## src/rtl/tcs_pkg.sv

```systemverilog
// tcs_pkg: constants and types shared by the transfer controller files
package tcs_pkg;

	// ----------------------------------------------------------------
	// register map
	// ----------------------------------------------------------------
	localparam logic [31:0] TCS_ADDR_REFRESH_CONTROL = 32'h01820000;
	localparam logic [31:0] TCS_ADDR_MIN_CYCLES = 32'h01820004;
	localparam logic [31:0] TCS_ADDR_MAX_CYCLES = 32'h01820008;
	localparam logic [31:0] TCS_ADDR_FAULT_CAUSE = 32'h0182000C;

	localparam int TCS_INTERVAL_LSB = 0;
	localparam int TCS_INTERVAL_MSB = 15;
	localparam int TCS_RELOAD_LSB = 16;
	localparam int TCS_RELOAD_MSB = 31;

	localparam logic [31:0] TCS_REFRESH_CONTROL_RST = 32'h00FF0040;
	localparam logic [31:0] TCS_MIN_CYCLES_RST = 32'h00000010;
	localparam logic [31:0] TCS_MAX_CYCLES_RST = 32'h00000100;

	localparam int TCS_FAULT_CACHE_LSB = 0;
	localparam int TCS_FAULT_PT_LSB = 4;
	localparam int TCS_FAULT_EXT_BIT = 8;
	localparam int TCS_FAULT_HOST_BIT = 9;
	localparam int TCS_FAULT_W = 10;

	// parameter table lengths in words
	localparam logic [4:0] TCS_PARAM_SHORT_WORDS = 5'h08;
	localparam logic [4:0] TCS_PARAM_LONG_WORDS = 5'h10;

	// ----------------------------------------------------------------
	// cycle-status codes
	// ----------------------------------------------------------------
	localparam logic [5:0] TCS_ROW_READ = 6'h00;
	localparam logic [5:0] TCS_ROW_REFRESH = 6'h02;
	localparam logic [5:0] TCS_ROW_DCAB = 6'h03;
	localparam logic [5:0] TCS_ROW_PERIPH = 6'h04;
	localparam logic [5:0] TCS_ROW_BLOCK_WRITE = 6'h09;
	localparam logic [5:0] TCS_ROW_MRS = 6'h0C;
	localparam logic [5:0] TCS_ROW_LOAD_COLOR = 6'h0D;
	localparam logic [5:0] TCS_ROW_FRAME = 6'h10;
	localparam logic [5:0] TCS_ROW_PT = 6'h1C;
	localparam logic [5:0] TCS_ROW_IDLE = 6'h1F;
	localparam logic [5:0] TCS_COL_HOST_PT = 6'h10;
	localparam logic [5:0] TCS_COL_EXT_BUSY = 6'h14;
	localparam logic [5:0] TCS_COL_EXT_DONE = 6'h15;
	localparam logic [5:0] TCS_COL_HOST_FILL = 6'h16;
	localparam logic [5:0] TCS_COL_FRAME0 = 6'h1C;
	localparam logic [5:0] TCS_COL_FRAME1 = 6'h1D;
	localparam logic [5:0] TCS_COL_REFRESH = 6'h1E;
	localparam logic [5:0] TCS_COL_IDLE = 6'h1F;
	localparam logic [5:0] TCS_COL_DRAIN = 6'h3F;

	// ----------------------------------------------------------------
	// types
	// ----------------------------------------------------------------
	typedef enum logic [3:0] {
		TCS_K_NORMAL, TCS_K_REFRESH, TCS_K_DCAB, TCS_K_MRS, TCS_K_LOAD_COLOR,
		TCS_K_PERIPH, TCS_K_BLOCK_WRITE, TCS_K_FRAME, TCS_K_PT, TCS_K_EXT
	} tcs_kind_t;

	typedef enum logic [1:0] {TCS_SRC_CORE, TCS_SRC_HOST, TCS_SRC_EXT, TCS_SRC_UNIT} tcs_src_t;

	typedef enum logic [1:0] {TCS_IDLE, TCS_ROW, TCS_COL} tcs_state_t;

endpackage : tcs_pkg

```

## src/rtl/tcs_status_code.sv

```systemverilog
// tcs_status_code: registered cycle-status code for row and column time
module tcs_status_code (
	// clock and reset
	input wire logic clk,
	input wire logic rst,
	// cycle phase
	input wire logic row_time,
	input wire logic col_time,
	input wire logic last_col,
	// cycle descriptor
	input wire tcs_pkg::tcs_kind_t kind,
	input wire tcs_pkg::tcs_src_t src,
	input wire logic [1:0] core,
	input wire logic [1:0] sub,
	input wire logic [2:0] chan,
	input wire logic frame,
	input wire logic write,
	input wire logic hi_prio,
	input wire logic urgent,
	// status pins
	output logic [5:0] status_code
);
	import tcs_pkg::*;

	logic [5:0] row_c;
	logic [5:0] col_c;

	always_comb begin
		row_c = TCS_ROW_IDLE;
		unique case (kind)
			TCS_K_NORMAL: row_c = TCS_ROW_READ | {5'h00, write}; // RQ15
			TCS_K_REFRESH: row_c = TCS_ROW_REFRESH; // RQ15
			TCS_K_DCAB: row_c = TCS_ROW_DCAB; // RQ15
			TCS_K_MRS: row_c = TCS_ROW_MRS; // RQ15
			TCS_K_LOAD_COLOR: row_c = TCS_ROW_LOAD_COLOR; // RQ15
			TCS_K_PERIPH: row_c = TCS_ROW_PERIPH | {5'h00, write}; // RQ16
			TCS_K_BLOCK_WRITE: row_c = TCS_ROW_BLOCK_WRITE; // RQ16
			TCS_K_FRAME: row_c = TCS_ROW_FRAME | {3'b000, frame, sub}; // RQ17
			TCS_K_PT: row_c = TCS_ROW_PT | {5'h00, write}; // RQ16
			TCS_K_EXT: begin
				// channel zero has no code of its own, so it shows idle
				if (chan != 3'b000) begin
					row_c = {1'b1, chan, sub}; // RQ18 RQ24
				end
			end
		endcase
	end

	always_comb begin
		col_c = TCS_COL_IDLE;
		unique case (src)
			TCS_SRC_CORE: col_c = {2'b00, core, sub}; // RQ19
			TCS_SRC_HOST: begin
				if (kind == TCS_K_PT) begin
					col_c = TCS_COL_HOST_PT | {4'h0, urgent, hi_prio}; // RQ20 RQ21
				end else if (sub != 2'b11) begin
					col_c = TCS_COL_HOST_FILL + {3'b000, sub, hi_prio}; // RQ20 RQ21 RQ24
				end
			end
			TCS_SRC_EXT: col_c = last_col ? TCS_COL_EXT_DONE : TCS_COL_EXT_BUSY; // RQ20
			TCS_SRC_UNIT: begin
				if (kind == TCS_K_REFRESH) begin
					col_c = TCS_COL_REFRESH; // RQ22
				end else if (kind == TCS_K_FRAME) begin
					col_c = frame ? TCS_COL_FRAME1 : TCS_COL_FRAME0; // RQ22
				end else if (kind == TCS_K_DCAB) begin
					col_c = TCS_COL_DRAIN; // RQ22
				end
			end
		endcase
	end

	always_ff @(posedge clk) begin
		if (rst) begin
			status_code <= TCS_ROW_IDLE;
		end else if (row_time) begin
			status_code <= row_c; // RQ13
		end else if (col_time) begin
			status_code <= col_c; // RQ13
		end else begin
			status_code <= TCS_COL_IDLE;
		end
	end

	property p_idle_code;
		@(posedge clk) disable iff (rst) !row_time && !col_time |=> status_code == TCS_COL_IDLE;
	endproperty
	a_idle_code: assert property (p_idle_code) else $error("idle cycle without idle code"); // RQ15

	property p_ext_row;
		@(posedge clk) disable iff (rst)
			row_time && kind == TCS_K_EXT && chan != 3'b000 |=> status_code == {1'b1, $past(chan), $past(sub)};
	endproperty
	a_ext_row: assert property (p_ext_row) else $error("external channel row code wrong"); // RQ18

	property p_core_col;
		@(posedge clk) disable iff (rst)
			col_time && src == TCS_SRC_CORE |=> status_code[5:4] == 2'b00 && status_code[3:2] == $past(core);
	endproperty
	a_core_col: assert property (p_core_col) else $error("core column code wrong"); // RQ19

	property p_no_reserved_col;
		@(posedge clk) disable iff (rst) col_time |=> !status_code[5] || status_code == TCS_COL_DRAIN;
	endproperty
	a_no_reserved_col: assert property (p_no_reserved_col) else $error("reserved column code driven"); // RQ24

endmodule : tcs_status_code

```

## src/rtl/tcs_controller.sv

```systemverilog
// tcs_controller: transfer controller sequencing, registers and cycle status
// Notes on behaviour
// [RQ1] serve cache fills, direct accesses, block moves, external, frame, refresh, host requests
// [RQ2] column width follows the sampled bus size: 8, 16, 32 or 64 bits
// [RQ3] block moves read at the source address, write at an independent destination
// [RQ4] four host-visible registers, refresh control first at 0x01820000
// [RQ5] refresh control holds pseudo-address reload and refresh interval in clocks
// [RQ6] a block move is not pre-empted before the minimum cycle count
// [RQ7] after the minimum, a block move times out at the maximum count
// [RQ8] fault status records the cause; writing one clears a bit
// [RQ9] fault flags: per-core cache/direct, per-core block move, external, host block move
// [RQ10] requester puts the parameter table on a 64-byte boundary first
// [RQ11] accept requests from host, cores, external; short and long tables
// [RQ12] big-endian mode swaps the words of the parameter table
// [RQ13] status shows cycle type at row time, requester at column time
// [RQ14] outside logic may latch the row code for bank decode
// [RQ15] row codes for read, write, refresh, deactivate, mode set, colour, idle
// [RQ16] row codes for peripheral, block-write and block-move transfers
// [RQ17] frame transfers 0100xx and 0101xx, low bits pick the transfer type
// [RQ18] external channels 1 to 7 use 1nnnxx row codes
// [RQ19] core column code 00nnxx with low bits picking the access kind
// [RQ20] column codes 010000 to 011011 name host activity
// [RQ21] low or high variant follows the host priority mode
// [RQ22] other column codes: frames, refresh, idle, drain
// [RQ23] full address at row time, column address placed by align select
// [RQ24] never drive a reserved status code
module tcs_controller (
	// clock and reset
	input wire logic clk,
	input wire logic rst,
	// host core register access
	input wire logic reg_sel,
	input wire logic reg_wr,
	input wire logic [31:0] reg_addr,
	input wire logic [31:0] reg_wdata,
	output logic [31:0] reg_rdata,
	// transfer requests
	input wire logic req_valid,
	output logic req_ready,
	input wire tcs_pkg::tcs_kind_t req_kind,
	input wire tcs_pkg::tcs_src_t req_src,
	input wire logic [1:0] req_core,
	input wire logic [1:0] req_sub,
	input wire logic [2:0] req_chan,
	input wire logic req_frame,
	input wire logic req_write,
	input wire logic req_hi_prio,
	input wire logic req_urgent,
	input wire logic req_long_form,
	input wire logic [31:0] req_src_addr,
	input wire logic [31:0] req_dst_addr,
	input wire logic [3:0] req_bytes,
	// parameter table words
	input wire logic big_endian,
	input wire logic [63:0] param_word,
	output logic [63:0] param_word_ord,
	output logic [4:0] pt_param_words,
	// external memory pins
	input wire logic [1:0] mem_bus_size,
	input wire logic [2:0] mem_align_sel,
	input wire logic mem_fault_n,
	output logic [31:0] mem_addr,
	output logic [5:0] mem_status,
	output logic mem_row_time,
	output logic mem_col_time,
	// events
	output logic pt_suspend,
	output logic pt_timeout,
	output logic xfer_done
);
	import tcs_pkg::*;

	// ----------------------------------------------------------------
	// pin synchronisers
	// ----------------------------------------------------------------
	logic [1:0] bs_s1;
	logic [1:0] bs_s2;
	logic [2:0] as_s1;
	logic [2:0] as_s2;
	logic fault_n_s1;
	logic fault_n_s2;

	always_ff @(posedge clk) begin
		if (rst) begin
			bs_s1 <= 2'h0;
			bs_s2 <= 2'h0;
			as_s1 <= 3'h0;
			as_s2 <= 3'h0;
			fault_n_s1 <= 1'b1;
			fault_n_s2 <= 1'b1;
		end else begin
			bs_s1 <= mem_bus_size;
			bs_s2 <= bs_s1;
			as_s1 <= mem_align_sel;
			as_s2 <= as_s1;
			fault_n_s1 <= mem_fault_n;
			fault_n_s2 <= fault_n_s1;
		end
	end

	// ----------------------------------------------------------------
	// registers
	// ----------------------------------------------------------------
	function automatic logic reg_hit(input logic [31:0] a, input logic [31:0] r);
		reg_hit = (a == r);
	endfunction : reg_hit

	logic [31:0] refresh_control;
	logic [31:0] transfer_min_cycles;
	logic [31:0] transfer_max_cycles;
	logic [TCS_FAULT_W-1:0] fault_cause;
	logic [TCS_FAULT_W-1:0] fault_set;
	logic [TCS_FAULT_W-1:0] fault_clr;
	logic reg_write;

	assign reg_write = reg_sel && reg_wr;

	always_ff @(posedge clk) begin
		if (rst) begin
			refresh_control <= TCS_REFRESH_CONTROL_RST;
			transfer_min_cycles <= TCS_MIN_CYCLES_RST;
			transfer_max_cycles <= TCS_MAX_CYCLES_RST;
		end else if (reg_write) begin
			if (reg_hit(reg_addr, TCS_ADDR_REFRESH_CONTROL)) begin
				refresh_control <= reg_wdata; // RQ4 RQ5
			end
			if (reg_hit(reg_addr, TCS_ADDR_MIN_CYCLES)) begin
				transfer_min_cycles <= reg_wdata; // RQ4
			end
			if (reg_hit(reg_addr, TCS_ADDR_MAX_CYCLES)) begin
				transfer_max_cycles <= reg_wdata; // RQ4
			end
		end
	end

	assign fault_clr = (reg_write && reg_hit(reg_addr, TCS_ADDR_FAULT_CAUSE)) ? reg_wdata[TCS_FAULT_W-1:0]
		: '0;

	// a fault arriving with the clearing write survives it
	always_ff @(posedge clk) begin
		if (rst) begin
			fault_cause <= '0;
		end else begin
			fault_cause <= (fault_cause & ~fault_clr) | fault_set; // RQ8
		end
	end

	always_ff @(posedge clk) begin
		if (rst) begin
			reg_rdata <= 32'h00000000;
		end else if (reg_sel && !reg_wr) begin
			if (reg_hit(reg_addr, TCS_ADDR_REFRESH_CONTROL)) begin
				reg_rdata <= refresh_control;
			end else if (reg_hit(reg_addr, TCS_ADDR_MIN_CYCLES)) begin
				reg_rdata <= transfer_min_cycles;
			end else if (reg_hit(reg_addr, TCS_ADDR_MAX_CYCLES)) begin
				reg_rdata <= transfer_max_cycles;
			end else if (reg_hit(reg_addr, TCS_ADDR_FAULT_CAUSE)) begin
				reg_rdata <= {{(32-TCS_FAULT_W){1'b0}}, fault_cause}; // RQ8
			end else begin
				reg_rdata <= 32'h00000000;
			end
		end
	end

	// ----------------------------------------------------------------
	// refresh timer
	// ----------------------------------------------------------------
	logic [15:0] refresh_count;
	logic [15:0] pseudo_addr;
	logic refresh_pend;
	logic take_refresh;
	logic take_req;
	tcs_state_t state;

	always_ff @(posedge clk) begin
		if (rst) begin
			refresh_count <= 16'h0000;
		end else if (refresh_count == 16'h0000) begin
			refresh_count <= refresh_control[TCS_INTERVAL_MSB:TCS_INTERVAL_LSB]; // RQ5
		end else begin
			refresh_count <= refresh_count - 16'h0001;
		end
	end

	always_ff @(posedge clk) begin
		if (rst) begin
			refresh_pend <= 1'b0;
		end else begin
			refresh_pend <= (refresh_count == 16'h0000) || (refresh_pend && !take_refresh);
		end
	end

	always_ff @(posedge clk) begin
		if (rst) begin
			pseudo_addr <= 16'h0000;
		end else if (take_refresh) begin
			if (pseudo_addr == 16'h0000) begin
				pseudo_addr <= refresh_control[TCS_RELOAD_MSB:TCS_RELOAD_LSB]; // RQ5
			end else begin
				pseudo_addr <= pseudo_addr - 16'h0001;
			end
		end
	end

	// ----------------------------------------------------------------
	// request acceptance and cycle descriptor
	// ----------------------------------------------------------------
	tcs_kind_t cur_kind;
	tcs_src_t cur_src;
	logic [1:0] cur_core;
	logic [1:0] cur_sub;
	logic [2:0] cur_chan;
	logic cur_frame;
	logic cur_write;
	logic cur_hi;
	logic cur_urgent;
	logic [31:0] cur_src_addr;
	logic [31:0] cur_dst_addr;
	logic [3:0] cur_bytes;
	logic [3:0] bytes_left;
	logic [3:0] col_offset;
	logic [1:0] cur_bs;
	logic [2:0] cur_as;
	logic pt_wr_phase;
	logic [3:0] col_width;
	logic last_col;
	logic [31:0] row_addr;
	logic [31:0] col_addr;

	// refresh outranks every request while idle
	assign req_ready = (state == TCS_IDLE) && !refresh_pend;
	assign take_refresh = (state == TCS_IDLE) && refresh_pend;
	assign take_req = req_ready && req_valid; // RQ1 RQ11

	assign col_width = 4'h1 << cur_bs; // RQ2
	assign last_col = bytes_left <= col_width;
	assign row_addr = (cur_kind == TCS_K_PT && pt_wr_phase) ? cur_dst_addr : cur_src_addr; // RQ3
	assign col_addr = (row_addr + {28'h0000000, col_offset}) >> cur_as; // RQ23

	always_ff @(posedge clk) begin
		if (rst) begin
			cur_kind <= TCS_K_NORMAL;
			cur_src <= TCS_SRC_UNIT;
			cur_core <= 2'h0;
			cur_sub <= 2'h0;
			cur_chan <= 3'h0;
			cur_frame <= 1'b0;
			cur_write <= 1'b0;
			cur_hi <= 1'b0;
			cur_urgent <= 1'b0;
			cur_src_addr <= 32'h00000000;
			cur_dst_addr <= 32'h00000000;
			cur_bytes <= 4'h0;
		end else if (take_refresh) begin
			cur_kind <= TCS_K_REFRESH; // RQ1
			cur_src <= TCS_SRC_UNIT;
			cur_write <= 1'b0;
			cur_src_addr <= {16'h0000, pseudo_addr};
			cur_bytes <= 4'h1;
		end else if (take_req) begin
			cur_kind <= req_kind; // RQ1 RQ11
			cur_src <= req_src;
			cur_core <= req_core;
			cur_sub <= req_sub;
			cur_chan <= req_chan;
			cur_frame <= req_frame;
			cur_write <= (req_kind == TCS_K_PT) ? 1'b0 : req_write;
			cur_hi <= req_hi_prio;
			cur_urgent <= req_urgent;
			cur_src_addr <= req_src_addr;
			cur_dst_addr <= req_dst_addr; // RQ3
			cur_bytes <= req_bytes;
		end else if (state == TCS_COL && last_col && cur_kind == TCS_K_PT && !pt_wr_phase) begin
			cur_write <= 1'b1; // RQ3
		end
	end

	// bus size and alignment are sampled once per row
	always_ff @(posedge clk) begin
		if (rst) begin
			cur_bs <= 2'h0;
			cur_as <= 3'h0;
			bytes_left <= 4'h0;
			col_offset <= 4'h0;
		end else if (state == TCS_ROW) begin
			cur_bs <= bs_s2; // RQ2
			cur_as <= as_s2; // RQ23
			bytes_left <= cur_bytes;
			col_offset <= 4'h0;
		end else if (state == TCS_COL && !last_col) begin
			bytes_left <= bytes_left - col_width; // RQ2
			col_offset <= col_offset + col_width;
		end
	end

	always_ff @(posedge clk) begin
		if (rst) begin
			pt_param_words <= 5'h00;
		end else if (take_req && req_kind == TCS_K_PT) begin
			pt_param_words <= req_long_form ? TCS_PARAM_LONG_WORDS : TCS_PARAM_SHORT_WORDS; // RQ11
		end
	end

	always_ff @(posedge clk) begin
		if (rst) begin
			param_word_ord <= 64'h0000000000000000;
		end else if (big_endian) begin
			param_word_ord <= {param_word[31:0], param_word[63:32]}; // RQ12
		end else begin
			param_word_ord <= param_word;
		end
	end

	// ----------------------------------------------------------------
	// block move windows
	// ----------------------------------------------------------------
	logic [31:0] pt_cycles;
	logic [32:0] pt_limit;
	logic is_pt;
	logic preempt;
	logic pt_may_stop;
	logic pt_over;

	assign is_pt = (state != TCS_IDLE) && (cur_kind == TCS_K_PT);
	assign pt_limit = {1'b0, transfer_min_cycles} + {1'b0, transfer_max_cycles};
	assign preempt = refresh_pend || (req_valid && req_kind != TCS_K_PT);
	assign pt_may_stop = is_pt && pt_cycles >= transfer_min_cycles; // RQ6
	assign pt_over = is_pt && {1'b0, pt_cycles} >= pt_limit; // RQ7

	always_ff @(posedge clk) begin
		if (rst) begin
			pt_cycles <= 32'h00000000;
		end else if (!is_pt) begin
			pt_cycles <= 32'h00000000;
		end else begin
			pt_cycles <= pt_cycles + 32'h00000001;
		end
	end

	// ----------------------------------------------------------------
	// cycle sequencer
	// ----------------------------------------------------------------
	always_ff @(posedge clk) begin
		if (rst) begin
			state <= TCS_IDLE;
			pt_wr_phase <= 1'b0;
			pt_suspend <= 1'b0;
			pt_timeout <= 1'b0;
			xfer_done <= 1'b0;
		end else begin
			pt_suspend <= 1'b0;
			pt_timeout <= 1'b0;
			xfer_done <= 1'b0;
			unique case (state)
				TCS_IDLE: begin
					pt_wr_phase <= 1'b0;
					if (take_refresh || take_req) begin
						state <= TCS_ROW;
					end
				end
				TCS_ROW: state <= TCS_COL;
				TCS_COL: begin
					if (pt_may_stop && preempt) begin
						state <= TCS_IDLE; // RQ6
						pt_suspend <= 1'b1;
					end else if (pt_over) begin
						state <= TCS_IDLE; // RQ7
						pt_timeout <= 1'b1;
					end else if (last_col) begin
						if (cur_kind == TCS_K_PT && !pt_wr_phase) begin
							pt_wr_phase <= 1'b1; // RQ3
							state <= TCS_ROW;
						end else begin
							state <= TCS_IDLE;
							xfer_done <= 1'b1;
						end
					end
				end
			endcase
		end
	end

	// ----------------------------------------------------------------
	// faults and memory outputs
	// ----------------------------------------------------------------
	always_comb begin
		fault_set = '0;
		if (!fault_n_s2 && state == TCS_COL) begin
			unique case (cur_src)
				TCS_SRC_CORE: begin
					if (cur_kind == TCS_K_PT) begin
						fault_set[TCS_FAULT_PT_LSB + int'(cur_core)] = 1'b1; // RQ9
					end else begin
						fault_set[TCS_FAULT_CACHE_LSB + int'(cur_core)] = 1'b1; // RQ9
					end
				end
				TCS_SRC_EXT: fault_set[TCS_FAULT_EXT_BIT] = 1'b1; // RQ9
				TCS_SRC_HOST: fault_set[TCS_FAULT_HOST_BIT] = (cur_kind == TCS_K_PT); // RQ9
				TCS_SRC_UNIT: fault_set = '0;
			endcase
		end
	end

	always_ff @(posedge clk) begin
		if (rst) begin
			mem_addr <= 32'h00000000;
			mem_row_time <= 1'b0;
			mem_col_time <= 1'b0;
		end else begin
			mem_row_time <= state == TCS_ROW;
			mem_col_time <= state == TCS_COL;
			if (state == TCS_ROW) begin
				mem_addr <= row_addr; // RQ23
			end else if (state == TCS_COL) begin
				mem_addr <= col_addr; // RQ23
			end else begin
				mem_addr <= 32'h00000000;
			end
		end
	end

	tcs_status_code u_status (
		.clk(clk),
		.rst(rst),
		.row_time(state == TCS_ROW),
		.col_time(state == TCS_COL),
		.last_col(last_col),
		.kind(cur_kind),
		.src(cur_src),
		.core(cur_core),
		.sub(cur_sub),
		.chan(cur_chan),
		.frame(cur_frame),
		.write(cur_write),
		.hi_prio(cur_hi),
		.urgent(cur_urgent),
		.status_code(mem_status)
	);

	// ----------------------------------------------------------------
	// checks
	// ----------------------------------------------------------------
	property p_suspend_min;
		@(posedge clk) disable iff (rst) pt_suspend |-> $past(pt_cycles) >= $past(transfer_min_cycles);
	endproperty
	a_suspend_min: assert property (p_suspend_min) else $error("block move suspended too early"); // RQ6

	property p_timeout_max;
		@(posedge clk) disable iff (rst) pt_timeout |-> {1'b0, $past(pt_cycles)} >= $past(pt_limit);
	endproperty
	a_timeout_max: assert property (p_timeout_max) else $error("block move timed out too early"); // RQ7

	property p_fault_w1c;
		@(posedge clk) disable iff (rst)
			fault_set == '0 && fault_clr != '0 |=> fault_cause == ($past(fault_cause) & ~$past(fault_clr));
	endproperty
	a_fault_w1c: assert property (p_fault_w1c) else $error("fault bit not cleared by write"); // RQ8

	property p_refresh_due;
		@(posedge clk) disable iff (rst) refresh_count == 16'h0000 |=> refresh_pend;
	endproperty
	a_refresh_due: assert property (p_refresh_due) else $error("refresh not requested on expiry"); // RQ5

	property p_row_col;
		@(posedge clk) disable iff (rst) state == TCS_ROW |=> mem_row_time ##1 mem_col_time;
	endproperty
	a_row_col: assert property (p_row_col) else $error("row time not followed by column time"); // RQ13

	property p_row_addr;
		@(posedge clk) disable iff (rst) state == TCS_ROW |=> mem_addr == $past(row_addr);
	endproperty
	a_row_addr: assert property (p_row_addr) else $error("row address not the full address"); // RQ23

	property p_swap;
		@(posedge clk) disable iff (rst)
			big_endian |=> param_word_ord == {$past(param_word[31:0]), $past(param_word[63:32])};
	endproperty
	a_swap: assert property (p_swap) else $error("parameter words not swapped"); // RQ12

endmodule : tcs_controller

```

## config.mk

```make
export PLATFORM = sky130hd
export DESIGN_NAME = tcs_controller
export DESIGN_NICKNAME = d
export VERILOG_FILES = /design/src/rtl/tcs_pkg.sv /design/src/rtl/tcs_status_code.sv /design/src/rtl/tcs_controller.sv
export SDC_FILE = /design/constraint.sdc
export NUM_CORES = 1
export LEC_CHECK = 0
export ABC_AREA = 1
export ABC_CLOCK_PERIOD_IN_PS = 4500
export CORE_ASPECT_RATIO = 1.75
export CORE_MARGIN = 3
export CORE_UTILIZATION = 45
export CTS_BUF_LIST = sky130_fd_sc_hd__clkbuf_8 sky130_fd_sc_hd__clkbuf_16
export CTS_CLUSTER_DIAMETER = 200
export CTS_CLUSTER_SIZE = 30
export DETAILED_ROUTE_END_ITERATION = 7
export DONT_BUFFER_PORTS = 1
export PLACE_DENSITY = 0.59
export SLEW_MARGIN = 20
export SYNTH_ARGS = -nofsm -noshare
export SYNTH_HDL_FRONTEND = slang
export SYNTH_SLANG_ARGS = --single-unit
```

## constraint.sdc

```tcl
create_clock -name clk -period 4.5 [get_ports clk]
set_input_delay 0 -clock clk [delete_from_list [all_inputs] [get_ports clk]]
set_output_delay 0 -clock clk [all_outputs]
set_load 0.02 [all_outputs]
```

======== Word level (Yosys, flattened, before mapping) ========
Cells that the tools add are included.
W data, S select, Z words.
cells by class
  equal/unequal tests ..................... 27
  reduce and logical (&&, ||, !) cells .... 54
  muxes and demuxes ....................... 58
  $lt $le $gt $ge ......................... 7
  shifts and indexed selects .............. 2
  bitwise logic cells ..................... 7
  add/sub/neg operators ................... 9
operators by type and width
  cell                     count
  $mux W32                 6
  $eq A32 B25 Y1 const B   4
  $mux W16                 4
  $mux W64                 1
  $pmux W6 S10             1
  $mux W6                  8
  $mux W10                 4
  $add A32 B32 Y33         1
  $ge A32 B33 Y1           1
  $add A32 B1 Y32 const B  1
  $add A32 B4 Y32          1
  $ge A32 B32 Y1           1
  $logic_not A16 Y1        2
  $shr A32 B3 Y32          1
  $sub A16 B1 Y16 const B  2
  $pmux W6 S4              1
  $logic_and A1 B1 Y1      22
  $mux W1                  19
  $eq A4 B3 Y1 const B     4
  $eq A4 B4 Y1 const B     3
  $and A10 B10 Y10         1
  $ne A2 B2 Y1 const B     5
  $not A10 Y10             1
  $or A10 B10 Y10          1
  36 further kinds         69
storage, ports and cells
  bits of input ports ..................... 226
  register bits ........................... 428
  word-level logic and storage cells ...... 209

======== Logic depth before layout (Yosys ltp) ========
Gate-level depths: netlist of the first run.
  depth in word-level cells ............... 9
  depth in mapped cells ................... 27
  mapped depth without buffers ............ 27

======== Cells and area by module ========
From an unflattened synthesis of the first run, not the netlist that was laid out.
second synthesis, totals
  cell total of the unflattened synthesis .. 3300
  area total of the unflattened synthesis .. 22833.1 µm²
by module, submodules not included
  module           cells an instance  instances  seq. area each (µm²)  area each (µm²)
  tcs_controller   3182               1          8388.0                22188.8
  tcs_status_code  118                1          120.1                 644.4

======== Least setup slack after synthesis of the first run ========
OpenSTA, ideal clock, no wires.
  path type ............................... flip-flop to flip-flop
  from .................................... register transfer_min_cycles[0]
  to ...................................... register state[0]
  stages on the path, launching flop included .. 24
  library setup time ...................... 0.112 ns
  clock period less this slack ............ 3.558 ns
  buffers on the path ..................... 0
  required time ........................... 4.388 ns
  arrival ................................. 3.446 ns
  slack ................................... 0.942 ns
  cells stage by stage .................... dfxtp_1 -> ha_1 -> fa_1 -> nand3_1 -> nand3_1 -> a21oi_1 -> o21bai_1 -> a21boi_0 -> o21ai_0 -> a21boi_0 -> o21ai_0 -> xnor2_1 -> ha_1 -> nand4_1 -> nor3_1 -> nand3b_1 -> nand2_1 -> inv_1 -> nand2_1 -> nand3_1 -> nand2_1 -> nand2_1 -> nand2_1 -> nor2_1
between the ends
  cells in the longest elaborated chain, start to end .. 6
  elaborated cells on any way between the ends .. 11
RTL lines
  element                   RTL line               source
  start: declaration        tcs_controller.sv:109  logic [31:0] transfer_min_cycles;
  start signal: assignment  tcs_controller.sv:128  transfer_min_cycles <= reg_wdata;
  $add A32 B32 Y33          tcs_controller.sv:326  assign pt_limit = {1'b0, transfer_min_cycles} + {1'b0, transfer_max_cycles};
  $ge A32 B33 Y1            tcs_controller.sv:329  assign pt_over = is_pt && {1'b0, pt_cycles} >= pt_limit;
  $logic_and A1 B1 Y1       tcs_controller.sv:329
  $mux W2                   tcs_controller.sv:367  end else if (pt_over) begin
  $mux W2                   tcs_controller.sv:364  if (pt_may_stop && preempt) begin
  $pmux W2 S3               tcs_controller.sv:355  unique case (state)
  end signal: assignment    tcs_controller.sv:359  state <= TCS_ROW;
  end signal: assignment    tcs_controller.sv:365  state <= TCS_IDLE;
  end signal: assignment    tcs_controller.sv:368  state <= TCS_IDLE;
  end: declaration          tcs_controller.sv:174  tcs_state_t state;
Parallel ways exist; a longest one is shown, timed or not.
A chain may end at the register's enable or synchronous reset.

======== Worst setup path in the final report of the first run ========
Same ends and word-level chain as after synthesis.

==> metrics.yaml, run 1 <==
clock_network:
  clkSinkCount: 425
  clock_latency_ps: 570
  cts_htree_levels: 1
  post_cts_buffers: 0
  numCtsBuffers: 18
  cts_max_path_buffers: 3
  clk_transition_reported_paths_ps: 120
  cts_tree: "built"
  cts-root-buf: "clkbuf_16"
sta:
  maxSlewViolCount: 0
  setup_ws_ps: 376
  hold_viol: 0
  max_freq_mhz: 243
  relSlewSlack: 0.266
  period_share: 0.916
  rsz0062_at_grt: "false"
  fin_setup_tns_ps: 0
  worst_pin_slew_ps: 1100
  fin_worst_skew_ps: 44.1
  fin_crit_ps: 4120
  finalSetupViolCount: 0
routing:
  drtAntennaViolNets: 0
  route.met3.wl_um: 3760
  drtPass1Iterations: 7
  wl_um: 86900
  met2_length_um: 46300
  num_vias: 23600
  vias_per_cell: 5.67
  drt-initial-drc-count: 1748
  met1_length_um: 31500
  highest_layer: "met5"
  drcViolationCount: 0
  wl_per_cell_um: 20.8
critical_path:
  r2r-start: "transfer_min_cycles[0]"
  crit_cells: 27
  r2r_cells: 27
  timing.rr.end: "state[0]"
  start_kind: "flop"
  crit_type: "flop to flop"
  cpMaxStageDelayCell: "fa_1"
  slowest_delay_ps: 410
  reg2reg_slack_ps: 380
  cp_data_required_time_ps: 5010
  cp-end-kind: "flop"
  crit_path_max_fanout: 5
  cp_num_buf_inv: 3
  crit_end: "state[0]"
  worstSetupStartpoint: "transfer_min_cycles[0]"
  crit_path_frequent_cell: "nand2_1"
  crit_family: "simple AND/OR/NAND/NOR gates"
  critPathArrivalTime_ps: 4630
die:
  dieArea_um2: 53800
  initial_core_util: 0.458
  core_um2: 50000
  num_io_pins: 371
  die_width_um: 177
  die_height_um: 305
  row_count: 108
logic_synthesis:
  yosys-top-cells-area: "dfxtp_1 (37%), nand2_1 (12%), nor2_1 (6.3%)"
  synth_top_area_frac: 0.371
  avgSynthCellArea_um2: 6.90
  yosysTopAreaCell: "dfxtp_1"
  ys_seq_area_frac: 0.371
  yosys_register_bits: 425
  synth_async_sr_flop_share: 0
  netlist_area_um2: 22900
  syn_inst: 3322
  synth_edf_count: 0
  synth_cell_types: 56
  synthFlopType: "dfxtp_1"
  yosys_warnings: 0
layout:
  nNetsFinal: 3848
  drive_gt1_frac: 0.0305
  syn2layout_area_growth_pct: 16.7
placed_design:
  gp_congestion: 0.955
  dp_hpwl_um: 64000
  place_ws_ps: 308
  io_buffers: 0
global_routing:
  grt_pass1_vias: 23800
  grt_use_total: 0.310
  grt_pass1_wl_um: 132000
  grt_max_degree: 170
  grt_overflow_total: 0
  antenna_found_initial: 9
power:
  powerDensity_nw_per_um2: 359
  power.leakage_uw: 0.0111
  max-vdd-ir-drop_mv: 0.327
run:
  cap_viol_max_count: 0
hold_path:
  hold_path_class: "input pin to flop"
outcome:
  status: "complete, no violations"
kinds of logic (layout without fill, tap and decap cells):
group / after synthesis / after routing / synth area share
simple gates: 1477 / 1477 / 0.271
compound gates: 737 / 737 / 0.184
buf+inv: 510 / 689 / 0.0870
flops: 425 / 425 / 0.371
fa+ha+maj: 119 / 119 / 0.0663
xor+xnor: 53 / 53 / 0.0203
other cells: 1 / 11 / 0.000164
how the worst min path moves through the flow:
stage | to | from | cells past startpoint | slack (ps)
after CTS | transfer_min_cycles[31] | reg_addr[1] | 6 | 20
after global placement | reg_rdata[17] | rst | 1 | 80
after floorplan | pt_param_words[3] | req_long_form | 1 | 90
after detailed placement | reg_rdata[18] | rst | 1 | 90
final | fault_cause[8] | reg_wr | 3 | 40
after global routing | fault_cause[5] | reg_wr | 3 | 50
through the flow:
stage / cell area [um2] / power (uW) / cells / util / hold slack (ps)
global placement: 23400 / 7350 / 3866 / 0.468 / 83.3
finish: 26700 / 9610 / 4171 / 0.535 / 42.4
detailed placement: 23400 / 7380 / 3866 / 0.468 / 88.0
global route: 26700 / 10100 / 4168 / 0.535 / 46.6
floorplan: 22900 / 6570 / 3324 / - / 90.0
CTS: 26700 / 9620 / 4163 / 0.534 / 23.7
cells in the mapped netlist, types with 8 or more instances:
library cell	number
a211oi_1	58
a21oi_1	261
a22oi_1	13
a31oi_1	26
buf_1	11
buf_2	12
clkbuf_1	119
dfxtp_1	425
ha_1	115
inv_1	346
nand2_1	716
nand2_2	11
nand3_1	219
nand4_1	56
nor2_1	386
nor3_1	35
nor4_1	21
o2111ai_1	10
o211ai_1	47
o21ai_0	249
o21ai_1	12
o221ai_1	15
o22ai_1	14
or2_2	8
xnor2_1	25
xor2_1	28
power by group:
part           internal (uW)  switching, uW
combinational            946           2120
sequential              4140            377
clock                    779           1240
state kept, by name, indices dropped and copies added, names as in the netlist, 32 cells and up:
register and count:
cur_dst_addr 32, reg_rdata 32, mem_addr 32, refresh_control 32, transfer_max_cycles 32, transfer_min_cycles 32, pt_cycles 32, cur_src_addr 32
param_word_ord 64
tightest hold or removal path, cell delays in order:
cell     delay, ps
nand3_1        330
o21ai_0        130
a21oi_1        110
cell type report:
cell class                      instances  area [um2]
Tap cell                              660         826
Clock inverter                          1        30.0
Inverter                              356        1340
Multi-Input combinational cell       2389       12500
Fill cell                            4979       23300
Antenna cell                            8        20.0
Sequential cell                       425        8510
Clock buffer                           19         475
Timing Repair Buffer                  313        3070
repair_timing:
item                       4_1_cts  5_1_grt
hold buffers                   277        0
setup endpoints to repair        0        3
resized for setup                0        2
hold endpoints to repair       375        0
metal layers:
layer	up-vias	track usage
li1	11400	-
met1	11200	0.325
met2	813	0.593
met3	243	0.0315
met4	2	0.169
met5	-	0
layout by cell type, fill, tap and decap left out, types with 11 or more instances in the layout:
master         count
buf_4             35
ha_1             115
dlygate4sd3_1    276
o211ai_1          47
inv_1            345
dfxtp_1          425
nand2_2           11
o21ai_0          249
xor2_1            28
nor4_1            21
o22ai_1           14
nor2_1           380
a31oi_1           26
o221ai_1          15
clkbuf_16         19
nor3_1            35
nand3_1          219
o21ai_1           12
a211oi_1          58
a21oi_1          260
xnor2_1           25
nand2_1          715
a22oi_1           13
nand4_1           56
(Power assumes the default switching activity.)
==> run 2, diff against run 1 <==
==> constraint.sdc (replaced) <==
create_clock -name clk -period 4.5 [get_ports clk]
set_input_delay 0.225 -clock clk [delete_from_list [all_inputs] [get_ports clk]]
set_output_delay 0.225 -clock clk [all_outputs]
set_load 0.02 [all_outputs]
==> metrics.yaml, run 2 (same netlist as run 1, synthesis figures left out) <==
sta:
  worst_pin_slew_ps: 1090  # was 1100 ps
  fin_setup_tns_ps: 0  # unchanged
  fin_worst_skew_ps: 48.6  # was 44.1 ps
  max_freq_mhz: 242  # was 243 MHz
  maxSlewViolCount: 0  # unchanged
  rsz0062_at_grt: "false"  # unchanged
  finalSetupViolCount: 0  # unchanged
  hold_viol: 1  # was 0
  finalHoldWorstSlack_ps: -2.89  # was 42.4 ps
  period_share: 0.918  # was 0.916
  relSlewSlack: 0.273  # was 0.266
  fin_crit_ps: 4130  # was 4120 ps
routing:
  num_vias: 23400  # was 23600
  wl_per_cell_um: 20.8  # about the same
  wl_um: 86400  # was 86900 um
  route.met3.wl_um: 3860  # was 3760 um
  drcViolationCount: 0  # unchanged
  met1_length_um: 30900  # was 31500 um
  met2_length_um: 46400  # was 46300 um
  highest_layer: "met5"  # unchanged
  drtPass1Iterations: 6  # was 7
  drtAntennaViolNets: 0  # unchanged
  vias_per_cell: 5.63  # was 5.67
  drt-initial-drc-count: 1560  # was 1748
run:
  cap_viol_max_count: 0  # unchanged
clock_network:
  cts_htree_levels: 1  # unchanged
  numCtsBuffers: 18  # unchanged
  clk_transition_reported_paths_ps: 130  # was 120 ps
  cts_tree: "built"  # unchanged
  cts-root-buf: "clkbuf_16"  # unchanged
  clock_latency_ps: 580  # was 570 ps
  cts_max_path_buffers: 3  # unchanged
  clkSinkCount: 425  # unchanged
  post_cts_buffers: 0  # unchanged
outcome:
  status: "complete, but fails checks"  # was complete, no violations
  failed_checks: "hold timing"
placed_design:
  gp_congestion: 0.963  # was 0.955
  dp_hpwl_um: 64500  # was 64000 um
  dpl_cell_area_um2: 23400  # about the same
  io_buffers: 0  # unchanged
die:
  die_height_um: 305  # unchanged
  die_width_um: 177  # unchanged
  row_count: 108  # unchanged
  initial_core_util: 0.458  # unchanged
  dieArea_um2: 53800  # unchanged
  core_um2: 50000  # unchanged
  num_io_pins: 371  # unchanged
global_routing:
  grt_overflow_total: 0  # unchanged
  grt_use_total: 0.308  # was 0.310
  grt_max_degree: 165  # was 170
  antenna_found_initial: 10  # was 9
  grt_pass1_wl_um: 131000  # was 132000 um
  grt_pass1_vias: 23600  # was 23800
critical_path:
  start_kind: "flop"  # unchanged
  timing.rr.end: "state[0]"  # unchanged
  critPathArrivalTime_ps: 4660  # was 4630 ps
  cp-end-kind: "flop"  # unchanged
  reg2reg_slack_ps: 370  # was 380 ps
  crit_type: "flop to flop"  # unchanged
  cp_data_required_time_ps: 5030  # was 5010 ps
  crit_path_max_fanout: 5  # unchanged
  r2r-start: "transfer_min_cycles[0]"  # unchanged
  r2r_cells: 27  # unchanged
power:
  powerDensity_nw_per_um2: 363  # was 359 nW/um2
  max-vdd-ir-drop_mv: 0.302  # was 0.327 mV
  power.leakage_uw: 0.0110  # was 0.0111 uW
layout:
  top_register: "param_word_ord"  # unchanged
  nNetsFinal: 3826  # was 3848
  final_area_um2: 26500  # was 26700 um2
  final_common_cell: "nand2_1"  # unchanged
  largest_reg_flops: 64  # unchanged
  drive_gt1_frac: 0.0310  # was 0.0305
  syn2layout_area_growth_pct: 15.6  # was 16.7%
  layout_common_cells: "nand2_1 (715), dfxtp_1 (425), nor2_1 (380)"  # unchanged
hold_path:
  hp-start: "req_write"  # was reg_wr
  hold_path_class: "input pin to flop"  # unchanged
  hold_path_depth: 2  # was 3
  min_to: "cur_write"  # was fault_cause[8]
==> run 2: worst max-delay path by stage <==
stage                                 from       end  slack [ps]  cells after the start
floorplan           transfer_min_cycles[0]  state[0]         940                     23
global placement    transfer_min_cycles[0]  state[0]         410                     24
detailed placement  transfer_min_cycles[0]  state[0]         340                     24
CTS                 transfer_min_cycles[0]  state[0]         330                     23
global route        transfer_min_cycles[0]  state[0]          40                     27
finish              transfer_min_cycles[0]  state[0]         370                     27
==> run 2: power breakdown <==
group	switching [uW]	internal, uW	total (uW)
logic	2110	945	3060
clock network	1260	779	2040
registers	374	4140	4520
total	3750	5870	9610
==> run 2: timing repair <==
action / CTS / global route
setup endpoints to repair: 0 / 2
hold buffers: 253 / 0
endpoints found under the hold margin: 338 / 0
resized for setup: 0 / 1
==> run 2: final cells by class <==
cell class	count	area (um2)
fillers	4988	23500
multi-input cells	2389	12500
flip-flops and latches	425	8510
repair buffers	291	2840
inverters	356	1340
well taps	660	826
clock buffers	19	475
clock inverters	1	30.0
diodes	10	25.0
==> run 2: worst max-delay path: stages, from the launching register on <==
cell and delay, ps:
dfxtp_1 360, ha_1 240, fa_1 400, nand3_1 100, nand3_1 120, a21oi_1 270
o21ai_0 230, a21oi_1 170, buf_4 160, inv_1 40, nand2_1 50, nand2_1 110
nand3_1 100, nand2_1 80, nand2_1 70, nand2_1 50, xor2_1 150, ha_1 290
nand3_1 100, nor3_1 180, nand3b_1 100, nand2_1 80, inv_1 40, nand2_1 50
nand3_1 200, nand2_1 150, nand3_1 70, nor2_1 110
==> run 2: routing by layer <==
layer | GRT usage | vias to the layer above
met5 | 0 | -
met3 | 0.0362 | 246
li1 | - | 11400
met2 | 0.596 | 772
met1 | 0.318 | 11000
met4 | 0.159 | 4
==> run 2: per-stage QoR <==
step	setup WS, ps	hold WS, ps	power [uW]	utilization	cells
after floorplan	942	315	6570	-	3324
after global placement	408	309	7350	0.468	3868
final	370	-2.89	9610	0.530	4151
after CTS	332	0.442	9630	0.530	4141
after global routing	35.8	17.4	10100	0.530	4149
after detailed placement	344	309	7370	0.468	3868
